`src/hw/unused_placeholder_removed.sv`:
```
// Intentionally empty design file
`default_nettype none
`default_nettype wire

```
`src/hw/pfhw_pkg.sv`:
```
// Shared constants and types for the pixel flag and host width control block
`default_nettype none
package pfhw_pkg;
    // General-control bit positions that pick the flag input's role
    localparam int GC_SPLIT_BIT = 2;
    localparam int GC_NIBBLE_BIT = 3;
    // Data widths and field positions
    localparam int BYTE_W = 8;
    localparam int DIV_W = 4;
    localparam int SIX_MSB = 5;
    localparam int NIB_HI_MSB = 7;
    localparam int NIB_HI_LSB = 4;
    localparam int NIB_LO_MSB = 3;
    localparam int FILL_MSB = 1;
    localparam int DAC_HI_LSB = 2;
    localparam int RD_HI_LSB = 6;
    // Fill values and reset values
    localparam logic [1:0] TWO_ZERO = 2'h0;
    localparam logic [3:0] NIB_PAD = 4'h0;
    localparam logic [7:0] BYTE_ZERO = 8'h00;
    localparam logic [3:0] DIV_ZERO = 4'h0;
    // Depth of the pixel buffer
    localparam int PIX_BUF_DEPTH = 2;

    // Role of the dual-purpose flag input
    typedef enum logic [1:0] {
        FLAG_IGNORE,
        FLAG_SPLIT,
        FLAG_NIBBLE,
        FLAG_ILLEGAL
    } pfhw_flag_mode_t;

    // Shift clock generator states
    typedef enum logic [1:0] {
        SC_LOW,
        SC_HIGH,
        SC_EXTRA
    } pfhw_sc_state_t;

    // One captured pixel
    typedef struct packed {
        logic passthru;
        logic upper_nib;
        logic [BYTE_W-1:0] data;
    } pfhw_pixel_t;

    // One host register write
    typedef struct packed {
        logic strobe;
        logic [BYTE_W-1:0] data;
    } pfhw_host_wr_t;
endpackage
`default_nettype wire

```
`src/hw/pfhw_ctrl.sv`:
```
// Flag input, video and shift clocks, pixel capture and host width control
// Function
// - Control bit 3 low, bit 2 high enables split transfer on the flag input.
// - Split mode: flag rising during blanking produces one extra shift clock cycle.
// - Control bit 3 high, bit 2 low: nibble mode, flag sampled at video clock fall.
// - Nibble mode: sampled flag high selects upper nibble at next shift clock rise.
// - Both control bits low: flag input ignored completely.
// - Drive a programmable video clock output for graphics processor synchronisation.
// - Pass-through pixel bus can be chosen as pixel source.
// - Pass-through source uses no multiplexing, one byte per pixel.
// - Write data captured on the rising edge of the write strobe.
// - Width select high: 8-bit host transfers, bit 7 most significant.
// - 6-bit mode still keeps the full 8-bit value in the palette.
// - 6-bit mode: bits 5..0 move to 7..2, two low bits zero to DAC.
// - 6-bit mode: holding register reads return zero in the two top bits.
// - Shift clock held inactive in blanking except for the split extra pulse; derived by dividing the dot clock.
`default_nettype none
module pfhw_ctrl #(
    parameter int DEPTH = pfhw_pkg::PIX_BUF_DEPTH
) (
    input wire logic clk,
    input wire logic reset,
    input wire logic [pfhw_pkg::BYTE_W-1:0] gen_ctrl,
    input wire logic blank,
    input wire logic passthrough_en,
    input wire logic [pfhw_pkg::DIV_W-1:0] video_clock_out_div,
    input wire logic [pfhw_pkg::DIV_W-1:0] sclk_div,
    input wire logic split_or_nibble_flag_in,
    input wire logic [pfhw_pkg::BYTE_W-1:0] pixel_bus_in,
    input wire logic [pfhw_pkg::BYTE_W-1:0] passthrough_pixel_bus,
    input wire logic host_wr_n,
    input wire logic [pfhw_pkg::BYTE_W-1:0] host_data_in,
    input wire logic width8_sel,
    input wire logic [pfhw_pkg::BYTE_W-1:0] palette_hold_in,
    input wire logic [pfhw_pkg::BYTE_W-1:0] palette_dac_in,
    input wire logic pix_ready,
    output logic video_clock_out,
    output logic shift_clock_out,
    output var pfhw_pkg::pfhw_host_wr_t host_wr,
    output logic [pfhw_pkg::BYTE_W-1:0] host_rd_data,
    output logic [pfhw_pkg::BYTE_W-1:0] dac_data,
    output var pfhw_pkg::pfhw_pixel_t pix_out,
    output logic pix_valid
);
    import pfhw_pkg::*;

    localparam int PW = (DEPTH > 1) ? $clog2(DEPTH) : 1;
    localparam int CW = $clog2(DEPTH + 1);
    localparam logic [PW-1:0] PTR_ONE = PW'(1);
    localparam logic [PW-1:0] PTR_LAST = PW'(DEPTH - 1);
    localparam logic [CW-1:0] CNT_ONE = CW'(1);
    localparam logic [CW-1:0] CNT_FULL = CW'(DEPTH);

    // ****************************************
    // Pin synchronisers
    // ****************************************
    logic flag_s1_reg, flag_s2_reg, flag_d_reg;
    logic wr_s1_reg, wr_s2_reg, wr_d_reg;
    logic w8_s1_reg, w8_s2_reg;
    logic [BYTE_W-1:0] pix_s1_reg, pix_s2_reg;
    logic [BYTE_W-1:0] pass_s1_reg, pass_s2_reg;
    logic [BYTE_W-1:0] hd_s1_reg, hd_s2_reg;

    // Flag, strobe, width select and pixel/data pins pass two flops; flag and strobe add a third for edge detection
    always_ff @(posedge clk) begin
        if (reset) begin
            {flag_s1_reg, flag_s2_reg, flag_d_reg} <= {3{1'b0}};
            {wr_s1_reg, wr_s2_reg, wr_d_reg} <= {3{1'b1}};
            {w8_s1_reg, w8_s2_reg} <= {2{1'b1}};
            {pix_s1_reg, pix_s2_reg, pass_s1_reg, pass_s2_reg} <= {4{BYTE_ZERO}};
            {hd_s1_reg, hd_s2_reg} <= {2{BYTE_ZERO}};
        end else begin
            flag_s1_reg <= split_or_nibble_flag_in;
            flag_s2_reg <= flag_s1_reg;
            flag_d_reg <= flag_s2_reg;
            {wr_d_reg, wr_s2_reg, wr_s1_reg} <= {wr_s2_reg, wr_s1_reg, host_wr_n};
            {w8_s2_reg, w8_s1_reg} <= {w8_s1_reg, width8_sel};
            {pix_s2_reg, pix_s1_reg} <= {pix_s1_reg, pixel_bus_in};
            {pass_s2_reg, pass_s1_reg} <= {pass_s1_reg, passthrough_pixel_bus};
            {hd_s2_reg, hd_s1_reg} <= {hd_s1_reg, host_data_in};
        end
    end

    // ****************************************
    // Flag role decode
    // ****************************************
    pfhw_flag_mode_t mode;
    logic flag_rise;
    // Both bits high is left as its own code and acts like ignore
    always_comb begin
        case ({gen_ctrl[GC_NIBBLE_BIT], gen_ctrl[GC_SPLIT_BIT]})
            2'b01: mode = FLAG_SPLIT;
            2'b10: mode = FLAG_NIBBLE;
            2'b11: mode = FLAG_ILLEGAL;
            default: mode = FLAG_IGNORE;
        endcase
    end

    assign flag_rise = flag_s2_reg & ~flag_d_reg;

    // ****************************************
    // Video clock divider
    // ****************************************
    logic [DIV_W-1:0] vcnt_reg;
    logic video_clock_out_reg;
    logic video_clock_out_term, video_clock_out_fall;
    assign video_clock_out_term = (vcnt_reg == video_clock_out_div);
    assign video_clock_out_fall = video_clock_out_term & video_clock_out_reg;
    assign video_clock_out = video_clock_out_reg;
    // Half period is video_clock_out_div + 1 dot clocks
    always_ff @(posedge clk) begin
        if (reset) begin
            vcnt_reg <= DIV_ZERO;
            video_clock_out_reg <= 1'b0;
        end else if (video_clock_out_term) begin
            vcnt_reg <= DIV_ZERO;
            video_clock_out_reg <= ~video_clock_out_reg;
        end else begin
            vcnt_reg <= vcnt_reg + 1'b1;
        end
    end

    // ****************************************
    // Nibble flag sample
    // ****************************************
    logic nib_flag_reg;
    // Sampled on the video clock's falling edge, held until the next one
    always_ff @(posedge clk) begin
        if (reset) begin
            nib_flag_reg <= 1'b0;
        end else if (mode != FLAG_NIBBLE) begin
            nib_flag_reg <= 1'b0;
        end else if (video_clock_out_fall) begin
            nib_flag_reg <= flag_s2_reg;
        end
    end

    // ****************************************
    // Split transfer request
    // ****************************************
    logic extra_pend_reg;
    pfhw_sc_state_t sc_state_reg;
    logic extra_take;
    assign extra_take = (sc_state_reg == SC_LOW) & blank & extra_pend_reg;
    // A new rise wins over the clear; ending the blank drops the request
    always_ff @(posedge clk) begin
        if (reset) begin
            extra_pend_reg <= 1'b0;
        end else if (mode == FLAG_SPLIT && blank && flag_rise) begin
            extra_pend_reg <= 1'b1;
        end else if (extra_take || !blank) begin
            extra_pend_reg <= 1'b0;
        end
    end

    // ****************************************
    // Shift clock generator
    // ****************************************
    logic [DIV_W-1:0] scnt_reg;
    logic sc_term, buf_in_ready, push;
    assign sc_term = (scnt_reg == sclk_div);
    assign shift_clock_out = (sc_state_reg != SC_LOW);
    // A full buffer holds the clock low, so the VRAM is not shifted past a word
    assign push = (sc_state_reg == SC_LOW) & ~blank & sc_term & buf_in_ready;
    // Normal cycles only outside blanking; the extra pulse is not a pixel
    always_ff @(posedge clk) begin
        if (reset) begin
            sc_state_reg <= SC_LOW;
            scnt_reg <= DIV_ZERO;
        end else begin
            case (sc_state_reg)
                SC_LOW: begin
                    if (extra_take) begin
                        sc_state_reg <= SC_EXTRA;
                        scnt_reg <= DIV_ZERO;
                    end else if (blank) begin
                        scnt_reg <= DIV_ZERO;
                    end else if (push) begin
                        sc_state_reg <= SC_HIGH;
                        scnt_reg <= DIV_ZERO;
                    end else if (!sc_term) begin
                        scnt_reg <= scnt_reg + 1'b1;
                    end
                end
                default: begin
                    // Blanking cuts a normal high phase short; the extra pulse runs its length
                    if (sc_term || (blank && sc_state_reg == SC_HIGH)) begin
                        sc_state_reg <= SC_LOW;
                        scnt_reg <= DIV_ZERO;
                    end else begin
                        scnt_reg <= scnt_reg + 1'b1;
                    end
                end
            endcase
        end
    end

    // ****************************************
    // Pixel select and two-entry buffer
    // ****************************************
    pfhw_pixel_t buf_in;
    pfhw_pixel_t mem_reg [DEPTH];
    logic [PW-1:0] wr_ptr_reg, rd_ptr_reg;
    logic [CW-1:0] cnt_reg;
    logic pop;
    // Pass-through takes one whole byte; nibble mode picks one half
    always_comb begin
        buf_in.passthru = passthrough_en;
        buf_in.upper_nib = 1'b0;
        buf_in.data = pix_s2_reg;
        if (passthrough_en) begin
            buf_in.data = pass_s2_reg;
        end else if (mode == FLAG_NIBBLE && nib_flag_reg) begin
            buf_in.upper_nib = 1'b1;
            buf_in.data = {NIB_PAD, pix_s2_reg[NIB_HI_MSB:NIB_HI_LSB]};
        end else if (mode == FLAG_NIBBLE) begin
            buf_in.data = {NIB_PAD, pix_s2_reg[NIB_LO_MSB:0]};
        end
    end

    assign buf_in_ready = (cnt_reg != CNT_FULL);
    assign pix_valid = (cnt_reg != '0);
    assign pop = pix_valid & pix_ready;
    assign pix_out = mem_reg[rd_ptr_reg];
    // Storage written only on a push
    always_ff @(posedge clk) begin
        if (push) begin
            mem_reg[wr_ptr_reg] <= buf_in;
        end
    end

    // Pointers wrap at the depth
    always_ff @(posedge clk) begin
        if (reset) begin
            {wr_ptr_reg, rd_ptr_reg, cnt_reg} <= '0;
        end else begin
            if (push) begin
                wr_ptr_reg <= (wr_ptr_reg == PTR_LAST) ? '0 : wr_ptr_reg + PTR_ONE;
            end
            if (pop) begin
                rd_ptr_reg <= (rd_ptr_reg == PTR_LAST) ? '0 : rd_ptr_reg + PTR_ONE;
            end
            if (push && !pop) begin
                cnt_reg <= cnt_reg + CNT_ONE;
            end else if (pop && !push) begin
                cnt_reg <= cnt_reg - CNT_ONE;
            end
        end
    end

    // ****************************************
    // Host write capture and width handling
    // ****************************************
    logic wr_rise;
    // Data pins must hold past the strobe's rise by one dot clock
    assign wr_rise = wr_s2_reg & ~wr_d_reg;
    // Stored byte is never trimmed, whatever the width select says
    always_ff @(posedge clk) begin
        if (reset) begin
            host_wr <= '0;
        end else begin
            host_wr.strobe <= wr_rise;
            if (wr_rise) begin
                host_wr.data <= hd_s2_reg;
            end
        end
    end

    // Output mux to the DAC and holding register read path
    always_ff @(posedge clk) begin
        if (reset) begin
            {dac_data, host_rd_data} <= {2{BYTE_ZERO}};
        end else if (w8_s2_reg) begin
            dac_data <= palette_dac_in;
            host_rd_data <= palette_hold_in;
        end else begin
            dac_data <= {palette_dac_in[SIX_MSB:0], TWO_ZERO};
            host_rd_data <= {TWO_ZERO, palette_hold_in[SIX_MSB:0]};
        end
    end
endmodule
`default_nettype wire

```
`config.mk`:
```
export PLATFORM = sky130hd
export DESIGN_NAME = pfhw_ctrl
export DESIGN_NICKNAME = d
export VERILOG_FILES = /design/src/hw/unused_placeholder_removed.sv /design/src/hw/pfhw_pkg.sv /design/src/hw/pfhw_ctrl.sv
export SDC_FILE = /design/constraint.sdc
export NUM_CORES = 1
export LEC_CHECK = 0
export BUFFER_PORTS_ARGS = -buffer_cell sky130_fd_sc_hd__buf_2
export CORE_MARGIN = 2
export CORE_UTILIZATION = 55
export CTS_CLUSTER_DIAMETER = 40
export DETAILED_ROUTE_END_ITERATION = 6
export PLACE_DENSITY = 0.87
export SYNTH_ARGS = -nofsm -noshare
export SYNTH_HDL_FRONTEND = slang
export SYNTH_SLANG_ARGS = --single-unit
```
`constraint.sdc`:
```
create_clock -name clk -period 2.75 [get_ports clk]
set_input_delay 0 -clock clk [delete_from_list [all_inputs] [get_ports clk]]
set_output_delay 0 -clock clk [all_outputs]
set_load 0.1 [all_outputs]
```
# Yosys cells after proc, flatten, opt, wreduce, memory -nomap -nowiden

Memory sizes are Yosys's and may differ from the RTL's. A register that Yosys moved wholly into a read port is not among the register bits.
Cells that the tools add are included.

Register bits after elaboration: 98
Bits in writable memories: 20
Input bits: 64
Output and inout port bits: 38
Logic and storage cells: 112
Memories: 1

Memory list:

| memory  | words | width | read ports | clocked after memory_dff | write ports | RTL line         | text |
|---|---|---|---|---|---|---|---|
| mem_reg | 2     | 10    | 1          | 1                        | 1           | pfhw_ctrl.sv:202 | `pfhw_pixel_t mem_reg [DEPTH];` |

Add/sub/neg operators: 6
Eq/ne operators: 13
Multiplexer cells: 28
Bitwise operators: 14
Reduce and logical (&&, ||, !) cells: 21

Operators by type and width:

| operator                                         | number |
|---|---|
| 2-to-1 mux 8 bit                                 | 4 |
| 2-to-1 mux 4 bit                                 | 6 |
| 2-to-1 mux 2 bit                                 | 7 |
| 2-to-1 mux 1 bit                                 | 10 |
| nonzero test 2 bit                               | 5 |
| AND 1 bit                                        | 9 |
| adder 4 x 1 -> 4 bit, second input constant      | 2 |
| == test 4 bit                                    | 2 |
| == test 2 x 1 -> 1 bit, second input constant    | 3 |
| == test 2 bit, second input constant             | 3 |
| logical AND 1 bit                                | 6 |
| != test 3 bit, second input constant             | 2 |
| one-hot mux 2 bit (3 select lines)               | 1 |
| OR reduction 2 bit                               | 3 |
| != test 5 bit, second input constant             | 1 |
| inverter 1 bit                                   | 5 |
| != test 2 bit, second input constant             | 2 |
| logical NOT 1 bit                                | 3 |
| AND reduction 3 bit                              | 1 |
| adder 1 bit, second input constant               | 2 |
| adder 2 x 1 -> 2 bit, second input constant      | 1 |
| logical NOT 2 bit                                | 1 |
| logical OR 1 bit                                 | 2 |
| subtractor 2 x 1 -> 2 bit, second input constant | 1 |

# Logic depth before layout (Yosys ltp)

Gate-level depths: netlist of run 1.

Depth in word-level cells: 8
Depth in mapped cells: 9
Depth with buffers taken out: 9

# Worst setup path after synthesis of run 1

Ideal clock, no wire load.

Path type: flip-flop to flip-flop
Start: register sc_state_reg[0]
End: memory mem_reg[1][0] (netlist name) (enable)
Setup time: 0.376 ns
Data arrival time: 1.862 ns
Required time: 2.374 ns
Path slack: 0.511 ns
Cell stages (with the launch flop): 6
Path buffers: 0
Period minus slack after synthesis: 2.239 ns
Cell sequence: dfxtp_1 > nor2_1 > inv_1 > nor3_1 > nand2_1 > nor2_1

Cells in the longest elaborated chain, start to end: 6

RTL lines:

| what                                   | RTL line         | text |
|---|---|---|
| start, declared                        | pfhw_ctrl.sv:142 | `pfhw_sc_state_t sc_state_reg;` |
| start signal, assigned                 | pfhw_ctrl.sv:168 | `sc_state_reg <= SC_LOW;` |
| start signal, assigned                 | pfhw_ctrl.sv:174 | `sc_state_reg <= SC_EXTRA;` |
| start signal, assigned                 | pfhw_ctrl.sv:179 | `sc_state_reg <= SC_HIGH;` |
| logical NOT 2 bit                      | pfhw_ctrl.sv:164 | `assign push = (sc_state_reg == SC_LOW) & ~blank & sc_term & buf_in_ready;` |
| AND 1 bit (3 in a row)                 | pfhw_ctrl.sv:164 |  |
| 2-to-1 mux 1 bit                       | pfhw_ctrl.sv:227 | `if (push) begin` |
| 2-to-1 mux 1 bit (implied by the code) | pfhw_ctrl.sv:228 | `mem_reg[wr_ptr_reg] <= buf_in;` |
| end, declared                          | pfhw_ctrl.sv:202 |  |

No other way between the ends.

# Worst setup path after layout of run 1

Start: register sc_state_reg[1]
End: register cnt_reg[1]

Cells in the longest elaborated chain, start to end: 7
Elaborated cells on any way between the ends: 9
Classes of those cells: mux (1); bitwise (3); reduce/logical (5)

RTL lines:

| what                                | RTL line         | text |
|---|---|---|
| logical NOT 2 bit (*)               | pfhw_ctrl.sv:164 |  |
| AND 1 bit (*) (3 in a row)          | pfhw_ctrl.sv:164 |  |
| named net push                      | pfhw_ctrl.sv:160 | `logic sc_term, buf_in_ready, push;` |
| logical NOT 1 bit                   | pfhw_ctrl.sv:245 | `end else if (pop && !push) begin` |
| logical AND 1 bit                   | pfhw_ctrl.sv:245 |  |
| nonzero test 2 bit (no source line) | n/a              |  |
| end signal, assigned                | pfhw_ctrl.sv:244 | `cnt_reg <= cnt_reg + CNT_ONE;` |
| end signal, assigned                | pfhw_ctrl.sv:246 | `cnt_reg <= cnt_reg - CNT_ONE;` |
| end, declared                       | pfhw_ctrl.sv:204 | `logic [CW-1:0] cnt_reg;` |

Mark *: on every way through the listed nets, which the timed path passes. The rest lies on a longest branch.
A chain may end at the register's enable or synchronous reset.

==> qor.txt, run 1 <==
Cell area power density -> 811 mW/mm2
Synth Register Bits -> 119
Highest clock rate -> 473 MHz
Clock power frac -> 41.2%
Initial antenna violation count -> 1
Post-CTS Hold Fix Bufs -> 50
Syn nets -> 429
HP Class -> in2reg
Worst path cell trace -> nor2_1, inv_1, nor3_1, nand2_1, inv_1, ha_1, or3_1, a21oi_1
Synth Area in Simple Gates -> 19.8%
Max FO, Critical Path -> 7
RSZ-0062 raised after global routing -> false
Post-Route WL -> 9350 um
Setup TNS -> 0 ps
Final cycle utilization of the critical path -> 76.9%
Register share of total power -> 41.9%
Initial core utilization -> 56.4%
Layout area overhead -> 38.4%
DP HPWL -> 5150 um
Final min period -> 2120 ps
Ports -> 102
First-pass GRT wire length -> 15400 um
Largest register FFs -> 20
Ys Warns -> 0
Vias -> 3051
Largest area contributor in the netlist -> dfxtp_1
H-tree levels -> 4
Post-synthesis sequential area ratio -> 63.4%
Die ar. -> 0.00811 mm2
Top cell by count, worst path -> inv_1
Final Setup Violations -> 0
Share of layout cells above drive strength 1 -> 27.2%
Final-report hold violation count -> 0
Area fraction of the dominant cell type after synthesis -> 48.7%
Post-synth cell types -> 38
Peak VDD IR -> 533 uV
Worst Path Arrival -> 2550 ps
Placed Cells -> 542
Int Pwr -> 0.00325 W
Vias/cell -> 4.88
Largest net degree at the start of global routing -> 42
CTS tree -> built
Slew Viols, Final -> 0
Adder-Cell Fraction of Synth Area -> 0.922%
Postcts setup bufs -> 0
Vias in the first global route -> 3213
Core Area -> 0.00721 mm2
Critical setup path kind -> reg2reg
Syn Area/Cell -> 11.2 um2
Drc violations -> 0
Port Buffer Count -> 95
Clock tree sinks -> 119
TritonRoute pass-1 iters -> 4
XOR/XNOR Fraction of Synth Area -> 3.01%
Post_cts resized -> 0
Status -> finished, final reports clean
Mapped cell area -> 0.00407 mm2
GR Overflow Total -> 0
Slew @ Worst Pin -> 667 ps
Routability Congestion -> 0.751
Slowest Stage Delay on Critical Path -> 390 ps
Max-Cap Viols -> 0
Routed Antenna Nets -> 0
Post-route insts no fill -> 625
Critical Path End Type -> register
Data required time of the critical path -> 3180 ps
Largest family of logic cells by synthesized area -> simple AND/OR/NAND/NOR gates
Slew headroom -> 55.6%
Compound-Gate Fraction of Synth Area -> 5.38%
Mux cell area share after synthesis -> 5.22%
Fraction of power spent switching nets -> 28.9%
Top area cells in the synthesized netlist -> dfxtp_1, edfxtp_1, nor2b_1
Crit path launch type -> register
Worst path slowest cell -> or3_1
Die H -> 90.0 um
Clock Tree Root -> clkbuf_8
Leak -> 2.44 nW
Sw power -> 0.00132 W
Commonest non-fill, non-tap cell in the layout -> dfxtp_1
Gr usage total -> 24.7%
Total CTS buffers -> 17
Worst skew pair latency -> 500 ps
Clock Skew -> 5.93 ps
Gate Count Post-Synth -> 362
Layout Nets -> 579
Clock slew at reported path FFs -> 50 ps
Combinational Power Share -> 16.9%
Initial detailed-routing violation count -> 139
Clock buffer depth -> 2
Commonest non-fill, non-tap cells in the layout -> dfxtp_1, buf_2, nor2b_1
Wire per inst -> 15.0 um
FP Rows -> 31
Die outline width -> 90.0 um
-- stage by stage --
step	utilization [%]	instance area [um2]	worst slack, ps	power, W	hold WS (ps)
3_5_place_dp	64.1	4620	763	0.00265	191
5_1_grt	78.1	5640	478	0.00472	61.0
6_report	78.1	5640	635	0.00457	24.1
3_3_place_gp	64.1	4620	849	0.00263	188
2_1_floorplan	-	4070	511	0.00251	98.9
4_1_cts	78.1	5630	721	0.00457	9.54
-- logic make-up after synthesis --
family | count (synthesis)
muxes | 20
adders and majority gates | 3
and+or+nand+nor | 148
buffers and inverters | 22
DFF | 119
xor gates and xnor gates | 14
AOI/OAI and AO/OA | 36
-- worst max-delay path, delay by kind of cell, from the launching register on --
kind	cells	cell delay [ps]
fa+ha+maj	1	270
buf+inv	2	240
simple gates	4	1050
compound gates	1	150
flops	1	330
-- cells in the mapped netlist --
cell type and n:
dfxtp_1 99, nor2b_1 61, nand2_1 32, edfxtp_1 20
nor2_1 19, a21oi_1 14, clkbuf_1 13, o21ai_0 12
mux2_2 10, mux2i_1 10, xor2_1 8, nand3_1 7
or2_2 6, xnor2_1 6, inv_1 5, and2_1 4
nand2b_1 4, a221oi_1 3, buf_1 3, ha_1 3
nor3_1 3, a21o_1 2, nor4b_1 2, or3_1 2
a2111oi_2 1, a211oi_1 1, a21bo_2 1, a21boi_0 1
a22oi_1 1, and2b_1 1, and4_1 1, buf_6 1
nand3b_1 1, nand4_1 1, nor3b_1 1, nor4_2 1
nor4bb_1 1, or2_1 1
-- worst paths after layout --
path	from	to	slack, ps	cells past startpoint
worst min-delay path	reset	hd_s1_reg[0]	20	2
worst min register to register	hd_s1_reg[6]	hd_s2_reg[6]	430	1
worst max-delay path	sc_state_reg[1]	cnt_reg[1]	630	8
worst max register to register	sc_state_reg[1]	cnt_reg[1]	630	8
-- power by group through the flow --
| stage | Sequential, W | Combinational (W) | Clock, W |
|---|---|---|---|
| after floorplan | 0.00203 | 0.000481 | 0 |
| after global placement | 0.00194 | 0.000689 | 0 |
| after detailed placement | 0.00195 | 0.000701 | 0 |
| after CTS | 0.00191 | 0.000761 | 0.00189 |
| after global routing | 0.00192 | 0.000817 | 0.00198 |
| final | 0.00191 | 0.000773 | 0.00188 |
-- routing by layer --
layer,global-route usage [%],part of all wire (%)
met4,9.49,1.7
met2,46.2,56
met5,0,0
met3,6.87,5.1
met1,26.1,38
-- cell type report --
class | instances | area (um2)
antenna | 1 | 2.50
timing repair buffer | 148 | 998
clock buffer | 19 | 422
inverter | 5 | 18.8
tap | 99 | 124
sequential | 119 | 2580
multi-input combinational | 221 | 1400
fill | 442 | 1580
clock inverter | 13 | 88.8
Power figures use the tool's default switching activity.
==> run 2, diff against run 1 <==
--- a/config.mk
+++ b/config.mk
@@ -5,12 +5,13 @@
 export SDC_FILE = /design/constraint.sdc
 export NUM_CORES = 1
 export LEC_CHECK = 0
+export ABC_AREA = 1
 export BUFFER_PORTS_ARGS = -buffer_cell sky130_fd_sc_hd__buf_2
 export CORE_MARGIN = 2
-export CORE_UTILIZATION = 55
+export CORE_UTILIZATION = 52
 export CTS_CLUSTER_DIAMETER = 40
 export DETAILED_ROUTE_END_ITERATION = 6
-export PLACE_DENSITY = 0.87
+export PLACE_DENSITY = 0.83
 export SYNTH_ARGS = -nofsm -noshare
 export SYNTH_HDL_FRONTEND = slang
 export SYNTH_SLANG_ARGS = --single-unit
==> constraint.sdc (replaced) <==
create_clock -name clk -period 2.1 [get_ports clk]
set_input_delay 0 -clock clk [delete_from_list [all_inputs] [get_ports clk]]
set_output_delay 0 -clock clk [all_outputs]
set_load 0.1 [all_outputs]
==> run 2 against run 1 <==
  * Worst hold slack improved by 45 ps
  * Design area increased by 4.2%
  * Total power increased by 30%
  * Critical endpoint unchanged
  * Non-clock buffer count increased by 7
  * Worst setup slack got worse by 410 ps
  * Count of clock-buffer cells in the layout increased by 2
  * Highest routed layer unchanged
  * Critical path type unchanged
==> qor.txt, run 2 <==
Ports -> 102 (unchanged)
EDFF count, synth -> 20 (unchanged)
Final min period -> 1870 ps (-242 ps)
CTS tree -> built
# fillers -> 514 (+16%)
Final cycle utilization of the critical path -> 89.2% (+12 points)
Syn nets -> 531 (+24%)
Critical setup path kind -> reg2reg
Sw power -> 0.00165 W (+25%)
Clock Skew -> 9.22 ps (+3.30 ps)
Postcts setup bufs -> 0 (unchanged)
Register share of total power -> 41.6% (-0.3 points)
Ys Warns -> 0 (unchanged)
Post-route insts no fill -> 742 (+19%)
GR Overflow Total -> 0 (unchanged)
Vias/cell -> 4.56 (-6.5%)
Critical Path End Type -> register
Post-Route WL -> 9150 um (-2.1%)
Area fraction of the dominant cell type after synthesis -> 47.7% (-0.94 points)
Routability Congestion -> 0.795 (+5.9%)
Final Setup Violations -> 0 (unchanged)
Synth Register Bits -> 119 (unchanged)
Top area cells in the synthesized netlist -> dfxtp_1, edfxtp_1, nor2_1
Layout area overhead -> 41.5%
DP HPWL -> 5120 um (-0.54%)
Post_cts resized -> 0 (unchanged)
Clock power frac -> 44.7% (+3.5 points)
Post-synthesis sequential area ratio -> 62.2% (-1.2 points)
Die outline width -> 93.4 um (+3.7%)
Clock Tree Root -> clkbuf_8
Total CTS buffers -> 17 (unchanged)
Pre-CTS WS -> 268 ps (-495 ps)
Combinational Power Share -> 13.7% (-3.2 points)
Commonest non-fill, non-tap cells in the layout -> nor2_1, dfxtp_1, buf_2
Routed Antenna Nets -> 0 (unchanged)
Clock tree sinks -> 119 (unchanged)
FP Rows -> 32 (+3.2%)
Final-report hold violation count -> 0 (unchanged)
Data required time of the critical path -> 2490 ps (-690 ps)
Placed Cells -> 653 (+20%)
HP Class -> in2reg
Share of layout cells above drive strength 1 -> 24.1% (-3.2 points)
Highest clock rate -> 534 MHz (+13%)
Largest register FFs -> 20 (unchanged)
Clock slew at reported path FFs -> 50 ps (about the same)
Int Pwr -> 0.00429 W (+32%)
Worst Path Arrival -> 2260 ps (-290 ps)
Layout Nets -> 694 (+20%)
Wire per inst -> 12.3 um (-18%)
Largest net degree at the start of global routing -> 65 (+55%)
Post-CTS Hold Fix Bufs -> 57 (+14%)
Synth cell count leaders -> nor2_1, dfxtp_1, inv_1
Clock buffer depth -> 2 (unchanged)
Gr usage total -> 21.9% (-2.8 points)
Syn Area/Cell -> 8.95 um2 (-20%)
Core Area -> 0.00773 mm2 (+7.1%)
Post-route setup slack -> 226 ps (-408 ps)
Worst hold slack -> 69.6 ps (+45.5 ps)
Count leader, synth -> nor2_1
Slew @ Worst Pin -> 713 ps (+46.7 ps)
Drc violations -> 0 (unchanged)
Crit path launch type -> register
Setup TNS -> 0 ps (unchanged)
Worst skew pair latency -> 510 ps (about the same)
Commonest non-fill, non-tap cell in the layout -> nor2_1
Status -> finished, final reports clean
Vias in the first global route -> 3313 (+3.1%)
Port Buffer Count -> 95 (unchanged)
Ant. Diodes -> 0 (-1)
Post-synth cell types -> 28 (-26%)
Slew Viols, Final -> 0 (unchanged)
Initial core utilization -> 53.7% (-2.7 points)
Max FO, Critical Path -> 6 (-1)
Mapped cell area -> 0.00415 mm2 (+2.0%)
Peak VDD IR -> 667 uV (+25%)
Cell area power density -> 1010 mW/mm2 (+25%)
Post-layout util -> 76.0% (-2.1 points)
Die ar. -> 0.00871 mm2 (+7.5%)
RSZ-0062 raised after global routing -> false
First-pass GRT wire length -> 14400 um (-6.3%)
Fraction of power spent switching nets -> 27.8% (-1.1 points)
Initial detailed-routing violation count -> 175 (+26%)
H-tree levels -> 4 (unchanged)
Slew headroom -> 52.4% (-3.2 points)
Synth Flop Type -> dfxtp_1
Max-Cap Viols -> 0 (unchanged)
Largest area contributor in the netlist -> dfxtp_1
Vias -> 3386 (+11%)
Leak -> 2.86 nW (+17%)
Gate Count Post-Synth -> 464 (+28%)
Initial antenna violation count -> 0 (-1)
TritonRoute pass-1 iters -> 4 (unchanged)
Ys async rst share -> 0% (unchanged)
Die H -> 93.4 um (+3.7%)
[run 2: path summary, 6_finish.rpt]
path	from	endpoint	slack (ps)	cells after the start
worst max-delay path	sc_state_reg[0]	cnt_reg[1]	230	10
worst min-delay path	reset	wr_d_reg	70	3
worst max register to register	sc_state_reg[0]	cnt_reg[1]	230	10
worst min register to register	pass_s1_reg[5]	pass_s2_reg[5]	400	2
[run 2: critical path: stages, from the launching register on]
cell and delay (ps):
dfxtp_1 330, nor2_2 170, inv_2 100, nor2_8 130, nand4_2 190, inv_2 120, ha_1 250, a21oi_1 130
o21ai_0 120, o21ai_0 150, a21oi_1 50
[run 2: cells by family after synthesis]
logic type,count (synthesis),share of synthesized area (%)
DFF,119,62.2
and+or+nand+nor,186,18.8
adders and majority gates,3,0.904
muxes,10,2.71
AOI/OAI and AO/OA,41,5.15
buffers and inverters,99,8.98
xor gates and xnor gates,6,1.27
[run 2: layout make-up]
cell class	count	area, um2	area share (%)
multi-input cells	246	1200	20.4
flip-flops and latches	119	2580	44.0
repair buffers	155	1070	18.2
clock buffers	21	482	8.20
inverters	88	330	5.62
well taps	102	128	2.17
clock inverters	11	86.3	1.47
[run 2: metal layers]
metal / track usage [%] / wire, um / share of wire, %
met2: 41.7 / 4970 / 54
met1: 22.3 / 3600 / 39
met5: 0 / 0 / 0
met3: 5.48 / 427 / 4.7
met4: 9.56 / 153 / 1.7
[run 2: through the flow]
step | instance area (um2) | power [W]
after CTS | 5870 | 0.00595
final | 5870 | 0.00595
after floorplan | 4150 | 0.00309
after global placement | 4730 | 0.00322
after detailed placement | 4730 | 0.00324
after global routing | 5870 | 0.00615
[run 2: power groups by stage]
stage	Combinational [W]	Sequential (W)	Clock (W)
2_1_floorplan	0.000403	0.00268	0
3_3_place_gp	0.000705	0.00252	0
3_5_place_dp	0.000720	0.00252	0
4_1_cts	0.000804	0.00247	0.00267
5_1_grt	0.000872	0.00248	0.00279
6_report	0.000813	0.00248	0.00266
==> run 3, diff against run 2 <==
--- a/config.mk
+++ b/config.mk
@@ -6,12 +6,13 @@
 export NUM_CORES = 1
 export LEC_CHECK = 0
 export ABC_AREA = 1
-export BUFFER_PORTS_ARGS = -buffer_cell sky130_fd_sc_hd__buf_2
+export BUFFER_PORTS_ARGS = -buffer_cell sky130_fd_sc_hd__buf_4
 export CORE_MARGIN = 2
-export CORE_UTILIZATION = 52
+export CORE_UTILIZATION = 55
+export CTS_BUF_LIST = sky130_fd_sc_hd__clkbuf_8
 export CTS_CLUSTER_DIAMETER = 40
 export DETAILED_ROUTE_END_ITERATION = 6
-export PLACE_DENSITY = 0.83
+export PLACE_DENSITY = 0.87
 export SYNTH_ARGS = -nofsm -noshare
 export SYNTH_HDL_FRONTEND = slang
 export SYNTH_SLANG_ARGS = --single-unit
==> run 3 against run 2 <==
  * Global-route usage increased by 2.1 points
  * Sequential cell count unchanged
  * Combinational power increased by 7.3%
  * Count of clock-buffer cells in the layout decreased by 2
  * Design area increased by 1.1%
  * Critical path depth increased by 1
  * Critical endpoint unchanged
  * Wire length increased by 0.60%
  * Utilization increased by 5.4 points
  * Fmax increased by 0.75%
  * Highest routed layer unchanged
  * Via count decreased by 0.89%
==> qor.txt, run 3 (synthesis results as in run 2) <==
Status -> finished, final reports clean
Post_cts resized -> 0 (unchanged)
Layout area overhead -> 43.0%
Critical Path End Type -> register
Worst path slowest cell -> dfxtp_1
Routed Antenna Nets -> 0 (unchanged)
Worst Path Arrival -> 2150 ps (-110 ps)
Leak -> 2.85 nW (-0.28%)
Vias/cell -> 4.56 (about the same)
Final min period -> 1860 ps (-13.9 ps)
Combinational Power Share -> 15.8% (+2.1 points)
Drc violations -> 0 (unchanged)
Slew @ Worst Pin -> 708 ps (-5.02 ps)
Largest net degree at the start of global routing -> 65 (unchanged)
TritonRoute pass-1 iters -> 4 (unchanged)
Die outline width -> 90.9 um (-2.6%)
Slowest Stage Delay on Critical Path -> 410 ps (+80 ps)
Postcts setup bufs -> 0 (unchanged)
Setup TNS -> 0 ps (unchanged)
Clock tree sinks -> 119 (unchanged)
Clock slew at reported path FFs -> 60 ps (about the same)
Top Family by Delay on Critical Path -> simple AND/OR/NAND/NOR gates
H-tree levels -> 4 (unchanged)
Clock buffer depth -> 2 (unchanged)
Share of layout cells above drive strength 1 -> 24.5% (+0.43 points)
# fillers -> 438 (-15%)
RSZ-0062 raised after global routing -> false
Largest register FFs -> 20 (unchanged)
Ant. Diodes -> 0 (unchanged)
Max-Cap Viols -> 0 (unchanged)
Initial detailed-routing violation count -> 193 (+10%)
Die ar. -> 0.00826 mm2 (-5.2%)
Fraction of power spent switching nets -> 28.1% (+0.25 points)
Vias in the first global route -> 3544 (+7.0%)
GR Overflow Total -> 0 (unchanged)
Peak VDD IR -> 911 uV (+37%)
Final Setup Violations -> 0 (unchanged)
Sw power -> 0.00155 W (-6.6%)
Crit path launch type -> register
Core Area -> 0.00729 mm2 (-5.6%)
Reg2reg setup slack -> 240 ps (about the same)
Port Buffer Count -> 95 (unchanged)
Final-report hold violation count -> 0 (unchanged)
Int Pwr -> 0.00396 W (-7.7%)
Initial antenna violation count -> 0 (unchanged)
Final total power -> 0.00551 W (-7.4%)
Worst path cell trace -> inv_2, nand2_1, nand2_1, nor2_1, nand4_2, inv_2, ha_1, a21oi_1, o21ai_0, o21ai_0, a21oi_1
Initial core utilization -> 56.9% (+3.2 points)
Commonest non-fill, non-tap cell in the layout -> nor2_1
Reg area -> 0.00258 mm2 (unchanged)
Die H -> 90.9 um (-2.6%)
Vias -> 3356 (-0.89%)
Clock Skew -> 8.63 ps (-0.596 ps)
Wire per inst -> 12.5 um (+1.4%)
Total CTS buffers -> 17 (unchanged)
FP Rows -> 31 (-3.1%)
Critical setup path kind -> reg2reg
CTS tree -> built
Worst skew pair latency -> 410 ps (-100 ps)
Final cycle utilization of the critical path -> 88.6% (-0.66 points)
Multi-input gate area -> 0.00120 mm2 (unchanged)
Slew headroom -> 52.7% (+0.34 points)
Cell area power density -> 928 mW/mm2 (-8.4%)
Post-Route WL -> 9210 um (+0.60%)
Register share of total power -> 44.9% (+3.3 points)
HP Class -> in2reg
Max FO, Critical Path -> 6 (unchanged)
Data required time of the critical path -> 2390 ps (-100 ps)
Commonest non-fill, non-tap cells in the layout -> nor2_1, dfxtp_1, buf_4
Highest clock rate -> 538 MHz (+0.75%)
Gr usage total -> 23.9% (+2.1 points)
Ports -> 102 (unchanged)
Routability Congestion -> 0.814 (+2.4%)
Clock Tree Root -> clkbuf_8
Slew Viols, Final -> 0 (unchanged)
Clock power frac -> 39.3% (-5.4 points)
First-pass GRT wire length -> 15400 um (+6.8%)
DP HPWL -> 5090 um (-0.66%)
Layout Nets -> 691 (-0.43%)
Worst Path Buf+Inv -> 2 (unchanged)
[run 3: final cells by class]
| type | instances | share of cell area (%) |
|---|---|---|
| Clock buffer | 19 | 4.40 |
| Clock inverter | 13 | 2.85 |
| Inverter | 88 | 5.56 |
| Multi-Input combinational cell | 246 | 20.1 |
| Sequential cell | 119 | 43.5 |
| Tap cell | 99 | 2.09 |
| Timing Repair Buffer | 152 | 21.5 |
[run 3: routing by layer]
layer,share of wire (%),wire [um],vias to the layer above,global-route usage [%]
met3,3.9,360,20,7.51
met2,55,5060,90,45.5
li1,-,-,1735,-
met5,0,0,-,0
met1,39,3570,1511,23.9
met4,2.4,218,0,9.72
[run 3: power by group through the flow]
stage | logic [W] | clock network (W) | registers [W]
6_report | 0.000872 | 0.00217 | 0.00247
2_1_floorplan | 0.000403 | 0 | 0.00268
5_1_grt | 0.000932 | 0.00232 | 0.00248
4_1_cts | 0.000860 | 0.00219 | 0.00247
3_5_place_dp | 0.000780 | 0 | 0.00252
3_3_place_gp | 0.000765 | 0 | 0.00252
[run 3: worst paths after layout]
check | start | end | cells past startpoint
max | scnt_reg[1] | cnt_reg[1] | 11
min | blank | scnt_reg[0] | 6
max reg2reg | scnt_reg[1] | cnt_reg[1] | 11
min reg2reg | pass_s1_reg[0] | pass_s2_reg[0] | 2
[run 3: through the flow]
| stage | setup WS (ps) | std cells | hold WS [ps] | cell area [um2] | util, % |
|---|---|---|---|---|---|
| CTS | 240 | 736 | 32.4 | 5940 | 81.4 |
| detailed placement | 260 | 651 | 191 | 4980 | 68.2 |
| finish | 240 | 736 | 56.9 | 5940 | 81.4 |
| floorplan | 2.18 | 464 | 98.9 | 4150 | - |
| global route | 83.6 | 736 | 73.9 | 5940 | 81.4 |
| global placement | 355 | 651 | 190 | 4980 | 68.2 |
[run 3: repair_timing]
item / in CTS / in global routing
hold buffers: 53 / 0
hold endpoints to repair: 53 / 0
endpoints found under the setup margin: 0 / 0
[run 3: worst register-to-register path: stages, from the launching register on]
cell and delay [ps]:
dfxtp_1 410, inv_2 60, nand2_1 60, nand2_1 50, nor2_1 160, nand4_2 210
inv_2 130, ha_1 250, a21oi_1 110, o21ai_0 100, o21ai_0 160, a21oi_1 60
